File: src/core/evt_timer_pkg.sv
/*
  Constants shared by the 16-bit event/square/one-shot timer channel.
  Assumes a single core clock and an Avalon-MM slave register window.
*/
// Function
// - event counter mode counts each qualified edge on the event input
// - event mode: counter equal to compare zero clears and pulses irq zero
// - edge select field at bits 4 and 5 picks rising, falling or both
// - event input sampled at core clock over four, two equal samples
// - channels 0 to 3 lose the output pin in event counter mode
// - output enable plus toggle-on-zero toggles output on compare zero
// - square mode clears and restarts counter on compare zero match
// - output control holds initial level bits and toggle-on-one bit
// - one-shot exists only on channels 0, 1, 4 and 5
// - writing trigger bit 6 clears and starts counter for one pulse
// - counter keeps running after pulse until run bits written 00
// - channels 4 and 5: trigger pin edge clears, starts, fires pulse
// - trigger edges during an active pulse are ignored
// - one-shot uses both compares, output enabled, toggles on both
// - stopped channel ignores both input pins
// - first match after start may come one count clock late
package evt_timer_pkg;
  localparam logic [2:0] ADDR_MODE    = 3'h0;
  localparam logic [2:0] ADDR_CCC     = 3'h1;
  localparam logic [2:0] ADDR_OUTC    = 3'h2;
  localparam logic [2:0] ADDR_PRESC   = 3'h3;
  localparam logic [2:0] ADDR_CMP0    = 3'h4;
  localparam logic [2:0] ADDR_CMP1    = 3'h5;
  localparam logic [2:0] ADDR_COUNT   = 3'h6;
  localparam logic [2:0] ADDR_STATUS  = 3'h7;
  localparam int          ADDR_LSB    = 2;
  // mode control fields
  localparam int          MODE_OVF    = 0;
  localparam int          MODE_RUN_LO = 2;
  localparam int          MODE_RUN_HI = 3;
  localparam logic [1:0] RUN_STOP     = 2'h0;
  localparam logic [1:0] RUN_TRIG     = 2'h1;
  localparam logic [1:0] RUN_FREE     = 2'h2;
  localparam logic [1:0] RUN_MATCH    = 2'h3;
  // output control fields
  localparam int          OC_OE       = 0;
  localparam int          OC_TOG0     = 1;
  localparam int          OC_LVR      = 2;
  localparam int          OC_LVS      = 3;
  localparam int          OC_TOG1     = 4;
  localparam int          OC_OSPE     = 5;
  localparam int          OC_OSPT     = 6;
  // prescaler fields
  localparam int          PR_CLK_LO   = 0;
  localparam int          PR_ES_LO    = 4;
  localparam logic [1:0] PR_CLK_EVT   = 2'h3;
  localparam logic [1:0] ES_FALL      = 2'h0;
  localparam logic [1:0] ES_RISE      = 2'h1;
  localparam logic [1:0] ES_BOTH      = 2'h3;
  localparam logic [7:0] RESET_BYTE   = 8'h00;
  localparam logic [15:0] RESET_WORD  = 16'h0000;
  localparam logic [15:0] COUNT_MAX   = 16'hFFFF;
  localparam int          SAMPLE_DIV  = 4;
endpackage : evt_timer_pkg

File: src/core/evt_edge_filter.sv
/*
  Noise filter and edge qualifier for one timer input pin.
  Assumes the pin has already passed a two-flop synchroniser.
*/
`timescale 1ns/1ps
`default_nettype none
module evt_edge_filter
  import evt_timer_pkg::*;
(
  input  wire logic       i_core_clk,
  input  wire logic       i_rst_n,
  input  wire logic       i_enable,
  input  wire logic       i_sample,
  input  wire logic       i_pin_sync,
  input  wire logic [1:0] i_edge_sel,
  output logic            o_edge
);
  logic       smp_reg, smp_next;
  logic       lvl_reg, lvl_next;
  logic       edge_reg, edge_next;

  always_comb begin
    smp_next  = smp_reg;
    lvl_next  = lvl_reg;
    edge_next = 1'b0;
    if (!i_enable) begin
      smp_next = i_pin_sync;
      lvl_next = i_pin_sync;
    end else if (i_sample) begin
      smp_next = i_pin_sync;
      if (smp_reg == i_pin_sync && i_pin_sync != lvl_reg) begin
        lvl_next = i_pin_sync;
        case (i_edge_sel)
          ES_FALL: edge_next = !i_pin_sync;
          ES_RISE: edge_next = i_pin_sync;
          ES_BOTH: edge_next = 1'b1;
          default: edge_next = 1'b0;
        endcase
      end
    end
  end

  always_ff @(posedge i_core_clk) begin
    if (!i_rst_n) begin
      smp_reg  <= 1'b0;
      lvl_reg  <= 1'b0;
      edge_reg <= 1'b0;
    end else begin
      smp_reg  <= smp_next;
      lvl_reg  <= lvl_next;
      edge_reg <= edge_next;
    end
  end

  assign o_edge = edge_reg;
endmodule : evt_edge_filter
`default_nettype wire

File: src/core/evt_timer.sv
/*
  One 16-bit timer channel: event counter, square wave, one-shot pulse.
  Assumes an Avalon-MM master on the core clock; pins are asynchronous.
*/
`timescale 1ns/1ps
`default_nettype none
module evt_timer
  import evt_timer_pkg::*;
#(
  parameter int CHANNEL = 4
)(
  input  wire logic        i_core_clk,
  input  wire logic        i_rst_n,
  input  wire logic [4:0]  i_avs_address,
  input  wire logic        i_avs_read,
  input  wire logic        i_avs_write,
  input  wire logic [31:0] i_avs_writedata,
  input  wire logic [3:0]  i_avs_byteenable,
  output logic [31:0]      o_avs_readdata,
  output logic             o_avs_waitrequest,
  output logic [1:0]       o_avs_response,
  input  wire logic        i_event_input_pin,
  input  wire logic        i_trigger_input_pin,
  output logic             o_timer_output_pin,
  output logic             o_timer_output_en,
  output logic             o_match_irq_zero,
  output logic             o_match_irq_one
);
  import evt_timer_pkg::*;

  localparam logic HAS_OSP  = (CHANNEL == 0) || (CHANNEL == 1) ||
                              (CHANNEL == 4) || (CHANNEL == 5);
  localparam logic HAS_XTRG = (CHANNEL == 4) || (CHANNEL == 5);
  localparam logic NO_OUT_EVT = (CHANNEL < 4);

  function automatic logic [7:0] merge_byte(input logic [7:0] old,
                                            input logic [7:0] wd,
                                            input logic       be);
    merge_byte = be ? wd : old;
  endfunction : merge_byte

  // synchronisers: first stage read only by the second
  logic [1:0] evt_sync_reg, evt_sync_next;
  logic [1:0] trg_sync_reg, trg_sync_next;

  logic [7:0]  mode_reg, mode_next;
  logic [7:0]  ccc_reg, ccc_next;
  logic [7:0]  outc_reg, outc_next;
  logic [7:0]  presc_reg, presc_next;
  logic [15:0] cmp0_reg, cmp0_next;
  logic [15:0] cmp1_reg, cmp1_next;
  logic [15:0] count_reg, count_next;
  logic [3:0]  pdiv_reg, pdiv_next;
  logic [1:0]  sdiv_reg, sdiv_next;
  logic        ff_reg, ff_next;
  logic        pulse_reg, pulse_next;
  logic        irq0_reg, irq0_next;
  logic        irq1_reg, irq1_next;
  logic        ack_reg, ack_next;
  logic [31:0] rdata_reg, rdata_next;
  logic [1:0]  resp_reg, resp_next;

  logic [1:0] run_mode;
  logic       running;
  logic       evt_mode;
  logic       sample_tick;
  logic       evt_edge;
  logic       trg_edge;
  logic       tick;
  logic       m0;
  logic       m1;
  logic       req;
  logic       wr_hit;
  logic [2:0] idx;
  logic       mapped;

  assign run_mode = mode_reg[MODE_RUN_HI:MODE_RUN_LO];
  assign running  = (run_mode != RUN_STOP);
  assign evt_mode = (presc_reg[PR_CLK_LO +: 2] == PR_CLK_EVT);
  assign sample_tick = (sdiv_reg == 2'(SAMPLE_DIV - 1));
  assign req      = (i_avs_read || i_avs_write) && !ack_reg;
  assign idx      = i_avs_address[ADDR_LSB +: 3];
  assign mapped   = (i_avs_address[1:0] == 2'h0);
  assign wr_hit   = req && i_avs_write && mapped;

  evt_edge_filter u_evt_filt (
    .i_core_clk (i_core_clk),
    .i_rst_n    (i_rst_n),
    .i_enable   (running),
    .i_sample   (sample_tick),
    .i_pin_sync (evt_sync_reg[1]),
    .i_edge_sel (presc_reg[PR_ES_LO +: 2]),
    .o_edge     (evt_edge)
  );

  evt_edge_filter u_trg_filt (
    .i_core_clk (i_core_clk),
    .i_rst_n    (i_rst_n),
    .i_enable   (running && HAS_XTRG),
    .i_sample   (sample_tick),
    .i_pin_sync (trg_sync_reg[1]),
    .i_edge_sel (presc_reg[PR_ES_LO +: 2]),
    .o_edge     (trg_edge)
  );

  // count clock: prescaled core clock or qualified event edges
  always_comb begin
    pdiv_next = pdiv_reg + 4'h1;
    sdiv_next = sdiv_reg + 2'h1;
    case (presc_reg[PR_CLK_LO +: 2])
      2'h0:    tick = 1'b1;
      2'h1:    tick = (pdiv_reg[1:0] == 2'h3);
      2'h2:    tick = (pdiv_reg == 4'hF);
      default: tick = evt_edge;
    endcase
    if (!running) begin
      pdiv_next = 4'h0;
    end
  end

  // no match while stopped: count parks at zero and may equal a compare
  assign m0 = tick && running && (count_reg == cmp0_reg);
  assign m1 = tick && running && (count_reg == cmp1_reg);

  // counter, output flop, one-shot state
  always_comb begin
    logic start;
    logic osp;
    logic w_outc;
    logic [7:0] wb;
    start       = 1'b0;
    osp         = HAS_OSP && outc_reg[OC_OSPE];
    w_outc      = wr_hit && (idx == ADDR_OUTC) && i_avs_byteenable[0];
    wb          = i_avs_writedata[7:0];
    count_next  = count_reg;
    ff_next     = ff_reg;
    pulse_next  = pulse_reg;
    irq0_next   = m0;
    irq1_next   = m1;
    if (w_outc && wb[OC_OSPT] && osp && running) begin
      start = 1'b1;
    end
    if (run_mode == RUN_TRIG && osp && trg_edge && !pulse_reg) begin
      start = 1'b1;
    end
    if (!running) begin
      count_next = RESET_WORD;
      pulse_next = 1'b0;
    end else if (start) begin
      count_next = RESET_WORD;
      pulse_next = 1'b1;
    end else if (tick) begin
      if (m0 && (run_mode == RUN_MATCH || evt_mode)) begin
        count_next = RESET_WORD;
      end else begin
        count_next = count_reg + 16'h0001;
      end
    end
    if (osp) begin
      // pulse rises at first match, falls at second
      if (pulse_reg && !start && (m0 || m1)) begin
        if (m0 && m1) begin
          pulse_next = 1'b0;
        end else begin
          ff_next = !ff_reg;
          if (ff_reg != outc_reg[OC_LVS]) begin
            pulse_next = 1'b0;
          end
        end
      end
    end else begin
      if (m0 && outc_reg[OC_OE] && outc_reg[OC_TOG0]) begin
        ff_next = !ff_reg;
      end else if (m1 && outc_reg[OC_OE] && outc_reg[OC_TOG1]) begin
        ff_next = !ff_reg;
      end
    end
    if (w_outc && !running) begin
      if (wb[OC_LVS] && !wb[OC_LVR]) ff_next = 1'b1;
      else if (wb[OC_LVR] && !wb[OC_LVS]) ff_next = 1'b0;
    end
  end

  // register file and bus answer
  always_comb begin
    logic ovf_set;
    ovf_set    = tick && running && (count_reg == COUNT_MAX);
    mode_next  = mode_reg;
    ccc_next   = ccc_reg;
    outc_next  = outc_reg;
    presc_next = presc_reg;
    cmp0_next  = cmp0_reg;
    cmp1_next  = cmp1_reg;
    ack_next   = req;
    rdata_next = rdata_reg;
    resp_next  = resp_reg;
    if (req) begin
      resp_next = mapped ? 2'h0 : 2'h2;
    end
    if (wr_hit) begin
      case (idx)
        ADDR_MODE:   mode_next  = merge_byte(mode_reg,
                                  i_avs_writedata[7:0], i_avs_byteenable[0]);
        ADDR_CCC:    ccc_next   = merge_byte(ccc_reg,
                                  i_avs_writedata[7:0], i_avs_byteenable[0]);
        ADDR_OUTC:   outc_next  = merge_byte(outc_reg,
                                  i_avs_writedata[7:0], i_avs_byteenable[0]);
        ADDR_PRESC:  presc_next = merge_byte(presc_reg,
                                  i_avs_writedata[7:0], i_avs_byteenable[0]);
        ADDR_CMP0: begin
          cmp0_next[7:0]  = merge_byte(cmp0_reg[7:0],
                            i_avs_writedata[7:0], i_avs_byteenable[0]);
          cmp0_next[15:8] = merge_byte(cmp0_reg[15:8],
                            i_avs_writedata[15:8], i_avs_byteenable[1]);
        end
        ADDR_CMP1: begin
          cmp1_next[7:0]  = merge_byte(cmp1_reg[7:0],
                            i_avs_writedata[7:0], i_avs_byteenable[0]);
          cmp1_next[15:8] = merge_byte(cmp1_reg[15:8],
                            i_avs_writedata[15:8], i_avs_byteenable[1]);
        end
        default: ;
      endcase
    end
    outc_next[OC_OSPT] = 1'b0;
    if (!HAS_OSP) outc_next[OC_OSPE] = 1'b0;
    if (ovf_set) mode_next[MODE_OVF] = 1'b1; // set wins over clear
    if (req && i_avs_read) begin
      case (idx)
        ADDR_MODE:   rdata_next = {24'h00_0000, mode_reg};
        ADDR_CCC:    rdata_next = {24'h00_0000, ccc_reg};
        ADDR_OUTC:   rdata_next = {24'h00_0000, outc_reg};
        ADDR_PRESC:  rdata_next = {24'h00_0000, presc_reg};
        ADDR_CMP0:   rdata_next = {16'h0000, cmp0_reg};
        ADDR_CMP1:   rdata_next = {16'h0000, cmp1_reg};
        ADDR_COUNT:  rdata_next = {16'h0000, count_reg};
        ADDR_STATUS: rdata_next = {30'h0000_0000, pulse_reg, ff_reg};
        default:     rdata_next = 32'h0000_0000;
      endcase
      if (!mapped) rdata_next = 32'h0000_0000;
    end
  end

  always_comb begin
    evt_sync_next = {evt_sync_reg[0], i_event_input_pin};
    trg_sync_next = {trg_sync_reg[0], i_trigger_input_pin};
  end

  always_ff @(posedge i_core_clk) begin
    if (!i_rst_n) begin
      evt_sync_reg <= 2'h0;
      trg_sync_reg <= 2'h0;
      mode_reg     <= RESET_BYTE;
      ccc_reg      <= RESET_BYTE;
      outc_reg     <= RESET_BYTE;
      presc_reg    <= RESET_BYTE;
      cmp0_reg     <= RESET_WORD;
      cmp1_reg     <= RESET_WORD;
      count_reg    <= RESET_WORD;
      pdiv_reg     <= 4'h0;
      sdiv_reg     <= 2'h0;
      ff_reg       <= 1'b0;
      pulse_reg    <= 1'b0;
      irq0_reg     <= 1'b0;
      irq1_reg     <= 1'b0;
      ack_reg      <= 1'b0;
      rdata_reg    <= 32'h0000_0000;
      resp_reg     <= 2'h0;
    end else begin
      evt_sync_reg <= evt_sync_next;
      trg_sync_reg <= trg_sync_next;
      mode_reg     <= mode_next;
      ccc_reg      <= ccc_next;
      outc_reg     <= outc_next;
      presc_reg    <= presc_next;
      cmp0_reg     <= cmp0_next;
      cmp1_reg     <= cmp1_next;
      count_reg    <= count_next;
      pdiv_reg     <= pdiv_next;
      sdiv_reg     <= sdiv_next;
      ff_reg       <= ff_next;
      pulse_reg    <= pulse_next;
      irq0_reg     <= irq0_next;
      irq1_reg     <= irq1_next;
      ack_reg      <= ack_next;
      rdata_reg    <= rdata_next;
      resp_reg     <= resp_next;
    end
  end

  assign o_avs_waitrequest  = (i_avs_read || i_avs_write) && !ack_reg;
  assign o_avs_readdata     = rdata_reg;
  assign o_avs_response     = resp_reg;
  assign o_timer_output_pin = ff_reg;
  assign o_timer_output_en  = outc_reg[OC_OE] &&
                              !(NO_OUT_EVT && evt_mode);
  assign o_match_irq_zero   = irq0_reg;
  assign o_match_irq_one    = irq1_reg;
endmodule : evt_timer
`default_nettype wire

File: config.mk
export PLATFORM = sky130hd
export DESIGN_NAME = evt_timer
export DESIGN_NICKNAME = d
export VERILOG_FILES = /design/src/core/evt_timer_pkg.sv /design/src/core/evt_edge_filter.sv /design/src/core/evt_timer.sv
export SDC_FILE = /design/constraint.sdc
export NUM_CORES = 1
export LEC_CHECK = 0
export BUFFER_PORTS_ARGS = -buffer_cell sky130_fd_sc_hd__buf_2
export CAP_MARGIN = 20
export CORE_MARGIN = 1.5
export CORE_UTILIZATION = 30
export CTS_CLUSTER_SIZE = 40
export DETAILED_ROUTE_END_ITERATION = 10
export SYNTH_ARGS = -nofsm -noshare
export SYNTH_HDL_FRONTEND = slang
export SYNTH_SLANG_ARGS = --single-unit
export TNS_END_PERCENT = 5
File: constraint.sdc
create_clock -name i_core_clk -period 5.6 [get_ports i_core_clk]
set_input_delay 0.84 -clock i_core_clk [delete_from_list [all_inputs] [get_ports i_core_clk]]
set_output_delay 0.84 -clock i_core_clk [all_outputs]
set_load 0.01 [all_outputs]
* Yosys cells after proc, flatten, opt, wreduce, memory -nomap -nowiden
Index checks and enable logic that the tools add are counted.
** Operators by class
- Add/subtract/negate cells :: 3
- Equal/unequal tests :: 28
- Muxes and demuxes :: 37
- Bitwise logic cells :: 2
- Reductions and logical operators :: 64
** Operator list (number)
- 32-bit case mux with 8 select lines :: 1
- 16-bit equality test :: 2
- 32-bit two-way mux :: 1
- 1-bit two-way mux :: 30
- 1-bit logical AND :: 29
- 3-bit AND reduction :: 9
- 16-bit by 1-bit adder with 16-bit output, second input constant :: 1
- 16-bit equality test, second input constant :: 1
- 16-bit two-way mux :: 1
- 2-bit equality test, second input constant :: 6
- 3-bit equality test, second input constant :: 4
- 1-bit zero test :: 9
- 1-bit case mux with 3 select lines :: 3
- 4-bit AND reduction :: 2
- 2-bit nonzero test :: 4
- 2-bit by 1-bit equality test with 1-bit output, second input constant :: 3
- 3-bit by 2-bit equality test with 1-bit output, second input constant :: 2
- 2-bit zero test :: 3
- 2-bit by 1-bit inequality test with 1-bit output, second input constant :: 3
- 2-bit AND reduction :: 3
- 4-bit by 1-bit adder with 4-bit output, second input constant :: 1
- 4-bit equality test, second input constant :: 1
- 3-bit by 1-bit equality test with 1-bit output, second input constant :: 1
- 3-bit zero test :: 1
- other kinds (7) :: 13
** Word-level totals
- Register bits :: 135
- Input bits :: 47
- Output and inout port bits :: 39
- Word-level logic and storage cells :: 162

* Logic depth before layout (Yosys ltp)
Gate-level depths: netlist (run 1).
- Word-level depth :: 19
- Gate-level depth with buffers :: 8
- Depth with buffers taken out :: 7

* Hierarchy
Synthesis (run 1) repeated with hierarchy kept, for this count alone.
** Unflattened totals
- Cell total of the unflattened synthesis :: 675
- Area total of the unflattened synthesis :: 5894.4 um^2
** By module, submodules not included
- evt_timer :: times used 1, cells each 637, area each 5589.1 um^2, seq. area each 2222.1 um^2
- evt_edge_filter :: times used 2, cells each 19, area each 152.6 um^2, seq. area each 60.1 um^2

* Worst setup path before layout (run 1)
Ideal clock, no wire load.
- Kind :: input -> register
- Start point :: input i_avs_address[1]
- End point :: register count_reg[8]
- Setup time :: 115 ps
- Data arrival time :: 2297 ps
- Required time :: 5485 ps
- Setup slack :: 3188 ps
- Stages :: 8
- Path buffers :: 2
- Path through :: nor4b_2 -> and2_1 -> and3_1 -> buf_2 -> nand4_1 -> o2111ai_4 -> buf_6 -> nor2_1
** Between the ends
- Word-level cells in the longest chain between the ends :: 10
** RTL lines
- start: declaration :: line evt_timer.sv:14 : input wire logic [4:0] i_avs_address,
- 2-bit zero test :: line evt_timer.sv:83 : assign mapped = (i_avs_address[1:0] == 2'h0);
- 1-bit logical AND :: line evt_timer.sv:84 : assign wr_hit = req && i_avs_write && mapped;
- 1-bit logical AND (2 in series) :: line evt_timer.sv:133 : w_outc = wr_hit && (idx == ADDR_OUTC) && i_avs_byteenable[0];
- 1-bit logical AND (3 in series) :: line evt_timer.sv:140 : if (w_outc && wb[OC_OSPT] && osp && running) begin
- 1-bit two-way mux :: line evt_timer.sv:140
- 1-bit two-way mux :: line evt_timer.sv:143 : if (run_mode == RUN_TRIG && osp && trg_edge && !pulse_reg) begin
- 3-bit OR reduction (no source line)
- end signal: assignment :: line evt_timer.sv:278 : count_reg <= count_next;
- end: declaration :: line evt_timer.sv:52 : logic [15:0] count_reg, count_next;
Every way passes these cells.
A chain may end at the register's enable or synchronous reset.

* Final worst setup path (run 1)
- Start point :: input i_avs_address[3]
- End point :: register presc_reg[4]
** Between the ends
- Word-level cells in the longest chain between the ends :: 2
** RTL lines
- 3-bit by 2-bit equality test with 1-bit output :: line evt_timer.sv:201 : case (idx)
- 3-bit AND reduction (no source line)
- end signal: assignment :: line evt_timer.sv:275 : presc_reg <= presc_next;
- end: declaration :: line evt_timer.sv:49 : logic [7:0] presc_reg, presc_next;
Every way passes these cells.

==> out/qor.json, run 1 <==
{
  "tritoncts": "yes",
  "synth_area_leader_cell": "sky130_fd_sc_hd__dfxtp_1",
  "p_clk_frac": 0.516,
  "placement.io_buffers": 50,
  "hold_violations_final": 0,
  "path_class": "primary input to register",
  "max-slew-margin-rel": 0.268,
  "global_route_wire_length_before_repair_mm": 24.4,
  "min_cycle_time_layout_ns": 2.89,
  "design.final.nets": 763,
  "cp_max_fo": 29,
  "total_leakage_power_nw": 2.59,
  "p_per_area_nw_per_um2": 290,
  "ys_types": 51,
  "yosys_register_bits": 117,
  "dr_total_vias": 4829,
  "reg_power_frac": 0.431,
  "outcome": "complete, no violations",
  "combPwrFrac": 0.053,
  "synth.cell_area_um2": 5890,
  "die_width_um": 143,
  "max_cap_violations": 0,
  "setup_repair_after_global_routing_missed_its_margin": "false",
  "hold_start": "sdiv_reg[0]$_SDFF_PN0_",
  "rrSetupSlack_ns": 3.00,
  "cts-root-to-sink-buffers": 2,
  "top_level_ports": 86,
  "core_area_um2": 19300,
  "antenna_violating_nets_post_route": 0,
  "first_global_vias": 4474,
  "cts-hold-fix-buffers": 0,
  "finClkSkew_ns": 0.00799,
  "cts_htree_levels": 4,
  "synth_top_cells_by_area": "sky130_fd_sc_hd__dfxtp_1 (40%), sky130_fd_sc_hd__mux2i_1 (7.8%), sky130_fd_sc_hd__nand2_1 (6.9%), sky130_fd_sc_hd__a21boi_0 (5.6%), sky130_fd_sc_hd__xnor2_1 (4.9%)",
  "syn_area_per_cell_um2": 8.64,
  "mostFrequentLayoutCells": "sky130_fd_sc_hd__dfxtp_1 (117), sky130_fd_sc_hd__nand2_1 (108), sky130_fd_sc_hd__buf_2 (50), sky130_fd_sc_hd__mux2i_1 (46), sky130_fd_sc_hd__a21boi_0 (44)",
  "required_ns": 5.94,
  "data_arrival_time_of_the_critical_path_ns": 3.23,
  "grt.overflow.total": 0,
  "routed_wirelength_mm": 15.5,
  "timing.final.setup_violations": 0,
  "drt_pre_antenna_iters": 4,
  "worstReg2RegStart": "ack_reg$_SDFF_PN0_",
  "hold-path-cell-count": 1,
  "clk_transition_reported_paths_ns": 0.05,
  "cell_internal_power_mw": 1.53,
  "area_growth_syn_to_layout_pct": 14.9,
  "asyncSetResetFlopFracSynth": 0,
  "r2r-end": "o_avs_readdata[7]$_SDFFE_PN0P_",
  "rows": 51,
  "timing.critical_path.from_type": "primary input",
  "achievable-frequency_mhz": 346,
  "tightest_slew_ns": 1.09,
  "post_drt_wl_per_cell_um": 15.6,
  "drive_gt1_frac": 0.117,
  "synth-warning-count": 0,
  "dr.first_iter.drc_count": 292,
  "synth_edf_count": 0,
  "vdd_drop_max_v": 0.000215,
  "clockRootBuffer": "sky130_fd_sc_hd__clkbuf_16",
  "routabilityCongestion": 0.851,
  "power.switching_mw": 0.435,
  "maxSlewViolCount": 0,
  "grt_max_degree": 96,
  "worst_skew_pair.late_latency_ns": 0.42,
  "floorplan.initialDensity": 0.304,
  "part_of_the_cycle_the_worst_path_needs": 0.516,
  "setup.worst_path.end_class": "register",
  "die_area_um2": 20500,
  "antennaDiodeCount": 0,
  "final_common_cell": "sky130_fd_sc_hd__dfxtp_1",
  "filler_cell_count": 2015,
  "postCtsSetupBuffers": 0,
  "gr_usage_total": 0.156,
  "synth_top_area_frac": 0.398,
  "clock_sink_count": 117,
  "die-height_um": 143,
  "cts_buffers": 17,
  "reg2reg_depth": 6,
  "drcViolationCount": 0,
  "timing.setup.tns_ns": 0,
  "ys_seq_area_frac": 0.398,
  "antenna_found_initial": 0,
  "worstHoldPathType": "register to register",
  "fin_hold_ws_ns": 0.429,
  "post-dp-hpwl_mm": 10.8,
  "cts_repair_resize_count": 0,
  "synth-main-ff-cell": "sky130_fd_sc_hd__dfxtp_1",
  "avgViaCountPerCell": 4.88,
  "netlist_instances": 681,
  "power_switching_share": 0.222,
  "min_to": "sdiv_reg[0]$_SDFF_PN0_"
}
## layer usage
metal  up-vias  global-route usage  share of wire
met3        27              0.0322          0.049
met1      2300               0.212           0.46
met2       133               0.246           0.47
met5         -                   0              0
met4         0              0.0553          0.021
li1       2369                   -              -
## cell usage after synthesis, types with 3 or more instances
master                      count
sky130_fd_sc_hd__inv_1         13
sky130_fd_sc_hd__a21boi_0      44
sky130_fd_sc_hd__nor3b_1        5
sky130_fd_sc_hd__nor4_1         7
sky130_fd_sc_hd__mux2i_1       46
sky130_fd_sc_hd__nor3_1         8
sky130_fd_sc_hd__o21a_1         4
sky130_fd_sc_hd__o2111ai_1      3
sky130_fd_sc_hd__buf_2          7
sky130_fd_sc_hd__xnor2_1       33
sky130_fd_sc_hd__nor2b_1       41
sky130_fd_sc_hd__a21oi_1       14
sky130_fd_sc_hd__clkbuf_1      23
sky130_fd_sc_hd__nand2_1      108
sky130_fd_sc_hd__nor2_1        41
sky130_fd_sc_hd__xor2_1        19
sky130_fd_sc_hd__ha_1           3
sky130_fd_sc_hd__o211ai_1       4
sky130_fd_sc_hd__a211oi_1       3
sky130_fd_sc_hd__a22o_1         3
sky130_fd_sc_hd__nand4_1        9
sky130_fd_sc_hd__and3_1         5
sky130_fd_sc_hd__a22oi_1        9
sky130_fd_sc_hd__o21ai_0       16
sky130_fd_sc_hd__buf_6          6
sky130_fd_sc_hd__buf_4         18
sky130_fd_sc_hd__o221ai_1       6
sky130_fd_sc_hd__nor4b_1        3
sky130_fd_sc_hd__nand3_1       24
sky130_fd_sc_hd__and2_1         8
sky130_fd_sc_hd__a31oi_1        5
sky130_fd_sc_hd__dfxtp_1      117
## worst max-delay path, cell delays in order
cell	delay [ns]
sky130_fd_sc_hd__buf_2	0.58
sky130_fd_sc_hd__clkinv_1	0.49
sky130_fd_sc_hd__nor3_1	0.98
sky130_fd_sc_hd__nand2_1	0.11
sky130_fd_sc_hd__a21boi_0	0.20
## power by group through the flow
stage / Combinational (mW) / Sequential, mW / Clock, mW
after floorplan: 0.0724 / 0.862 / 0
after global placement: 0.103 / 0.862 / 0
after detailed placement: 0.102 / 0.862 / 0
after CTS: 0.103 / 0.845 / 1.03
after global routing: 0.112 / 0.845 / 1.07
final: 0.104 / 0.845 / 1.01
## stage by stage
step	instances	total power, mW	utilization	worst slack (ns)	instance area [µm²]
3_3_place_gp	959	0.965	0.321	2.31	6210
6_report	990	1.96	0.350	2.71	6760
4_1_cts	990	1.98	0.350	2.75	6760
3_5_place_dp	959	0.965	0.321	2.32	6210
5_1_grt	990	2.03	0.350	2.52	6760
2_1_floorplan	697	0.934	-	3.19	5950
## kinds of logic after synthesis
family,share of synthesized area
simple gates,0.223
compound gates,0.146
flops,0.398
buf+inv,0.0655
xor+xnor,0.0774
mux,0.0821
fa+ha+maj,0.00808
other cells,0.000637
## area by class of cell
cell class                 count  area, µm²  share of cell area
sequential                   117       2340               0.346
multi-input combinational    510       3220               0.476
inverter                      15       56.3             0.00833
clock inverter                 4       45.0             0.00666
clock buffer                  27        503              0.0744
tap                          265        332              0.0490
timing repair buffer          52        265              0.0392
## worst max path at each step
stage / to / start / slack, ns
6_report: presc_reg[4]$_SDFFE_PN0P_ / i_avs_address[3] / 2.71
3_5_place_dp: presc_reg[3]$_SDFFE_PN0P_ / i_avs_address[3] / 2.32
4_1_cts: presc_reg[3]$_SDFFE_PN0P_ / i_avs_address[3] / 2.75
3_3_place_gp: presc_reg[6]$_SDFFE_PN0P_ / i_avs_address[3] / 2.31
2_1_floorplan: count_reg[8]$_SDFFE_PP0P_ / i_avs_address[1] / 3.19
5_1_grt: presc_reg[0]$_SDFFE_PN0P_ / i_avs_address[3] / 2.52
(Power assumes the default switching activity.)
==> run 2: changes to the inputs <==
==> constraint.sdc (replaced) <==
create_clock -name i_core_clk -period 2.9 [get_ports i_core_clk]
set_input_delay 0.435 -clock i_core_clk [delete_from_list [all_inputs] [get_ports i_core_clk]]
set_output_delay 0.435 -clock i_core_clk [all_outputs]
set_load 0.01 [all_outputs]
==> run 2 against run 1 <==
Largest power group unchanged. Highest routed layer unchanged. Final area is 2.8% higher. Register-to-register slack worse by 2.4 ns. First-iteration DRC count is 21% lower. Combinational power is 100% higher. Power is 92% higher. Non-clock buffer count is 28 higher. Worst hold slack worse by 0.20 ns.
==> out/qor.json, run 2 (same netlist as run 1, synthesis figures left out) <==
{
  "outcome": "complete, no violations",
  "cts_repair_resize_count": 0,
  "detailed_place.area_um2": 6420,
  "clk_transition_reported_paths_ns": 0.05,
  "grt.overflow.total": 0,
  "worstHoldPathType": "primary input to register",
  "timing.setup.tns_ns": 0,
  "area_growth_syn_to_layout_pct": 18.1,
  "design.final.nets": 791,
  "max-slew-margin-rel": 0.517,
  "worstReg2RegStart": "count_reg[0]$_SDFFE_PP0P_",
  "data_arrival_time_of_the_critical_path_ns": 2.56,
  "cp_max_fo": 14,
  "max_cap_violations": 0,
  "finish.instance_area_um2": 6950,
  "dr.first_iter.drc_count": 230,
  "antenna_violating_nets_post_route": 0,
  "total_leakage_power_nw": 2.73,
  "worst_skew_pair.late_latency_ns": 0.42,
  "post_drt_wl_per_cell_um": 15.6,
  "tightest_slew_ns": 0.722,
  "grt_max_degree": 50,
  "maxSlewViolCount": 0,
  "path_class": "register to register",
  "drt_pre_antenna_iters": 9,
  "achievable-frequency_mhz": 439,
  "core_area_um2": 19300,
  "floorplan.initialDensity": 0.304,
  "finClkSkew_ns": 0.00652,
  "drive_gt1_frac": 0.152,
  "slowest_cell_on_the_critical_path": "sky130_fd_sc_hd__dfxtp_1",
  "cts-hold-fix-buffers": 0,
  "timing.final.setup_violations": 0,
  "cts_buffers": 17,
  "hold_start": "i_event_input_pin",
  "routed_wirelength_mm": 15.9,
  "post-dp-hpwl_mm": 11.6,
  "die_width_um": 143,
  "cts_htree_levels": 4,
  "cell_by_cell_listing_of_the_critical_path": "xor2_1 > nor4_1 > nand4_1 > or3_4 > o2111ai_4 > nor2_1",
  "final_common_cell": "sky130_fd_sc_hd__dfxtp_1",
  "tritoncts": "yes",
  "clockRootBuffer": "sky130_fd_sc_hd__clkbuf_16",
  "mostFrequentLayoutCells": "sky130_fd_sc_hd__dfxtp_1 (117), sky130_fd_sc_hd__nand2_1 (108), sky130_fd_sc_hd__buf_2 (50), sky130_fd_sc_hd__mux2i_1 (46), sky130_fd_sc_hd__a21boi_0 (44)",
  "startpoint": "count_reg[0]$_SDFFE_PP0P_",
  "gr_usage_total": 0.164,
  "avgViaCountPerCell": 4.76,
  "cts-root-to-sink-buffers": 2,
  "first_global_vias": 4653,
  "required_ns": 3.19,
  "setup_repair_after_global_routing_missed_its_margin": "false",
  "antennaDiodeCount": 0,
  "vdd_drop_max_v": 0.000360,
  "crit_path_max_incr_delay_ns": 0.51,
  "placement.io_buffers": 50,
  "hold_violations_final": 0,
  "rows": 51,
  "finalCoreUtilization": 0.360,
  "setup.worst_path.end_class": "register",
  "die-height_um": 143,
  "die_area_um2": 20500,
  "clock_sink_count": 117,
  "part_of_the_cycle_the_worst_path_needs": 0.785,
  "routabilityCongestion": 0.849,
  "timing.critical_path.from_type": "register",
  "global_route_wire_length_before_repair_mm": 25.4,
  "postCtsSetupBuffers": 0,
  "antenna_found_initial": 0,
  "min_cycle_time_layout_ns": 2.28,
  "drcViolationCount": 0,
  "top_level_ports": 86,
  "dr_total_vias": 4831,
  "p_per_area_nw_per_um2": 541
}
run 2: cell types whose count changed in the layout (fill, tap and decap cells not counted), sizes merged:
| cell | before | now |
|---|---|---|
| clkinv | 5 | 7 |
| buf | 52 | 80 |
| clkbuf | 27 | 22 |
run 2: per-layer routing:
metal / GRT usage / wire length [µm] / vias up
met5: 0 / 0 / -
met3: 0.0285 / 629 / 27
met2: 0.260 / 7250 / 124
met1: 0.218 / 7590 / 2260
met4: 0.0738 / 401 / 0
li1: - / - / 2420
run 2: worst paths after layout:
kind              slack [ns]                    endpoint  depth (start not counted)
setup reg to reg        0.62  count_reg[13]$_SDFFE_PP0P_                          6
hold / removal          0.22  evt_sync_reg[0]$_SDFF_PN0_                          2
setup / recovery        0.62  count_reg[13]$_SDFFE_PP0P_                          6
hold reg to reg         0.43      sdiv_reg[0]$_SDFF_PN0_                          1
run 2: final cells by class:
class | instances | area [µm²]
Clock buffer | 22 | 474
Timing Repair Buffer | 80 | 475
Clock inverter | 6 | 55.1
Sequential cell | 117 | 2340
Inverter | 15 | 56.3
Multi-Input combinational cell | 510 | 3220
Fill cell | 1995 | 12400
Tap cell | 265 | 332
run 2: critical path: cells and delay by family, from the launching register on:
family / cells / cell delay [ns]
compound gates: 1 / 0.40
simple gates: 4 / 1.12
xor+xnor: 1 / 0.11
flops: 1 / 0.51
run 2: report_power, final:
part | internal [mW] | switching, mW
clock | 1.21 | 0.706
combinational | 0.0769 | 0.135
sequential | 1.62 | 0.00875
run 2: per-stage QoR:
step / power [mW] / hold WS [ns] / instances / setup WS, ns
global route: 3.88 / 0.218 / 1015 / 0.332
finish: 3.76 / 0.224 / 1015 / 0.623
floorplan: 1.80 / 0.398 / 697 / 0.893
global placement: 1.88 / 0.413 / 987 / 0.632
CTS: 3.79 / 0.213 / 1015 / 0.601
detailed placement: 1.88 / 0.415 / 987 / 0.595
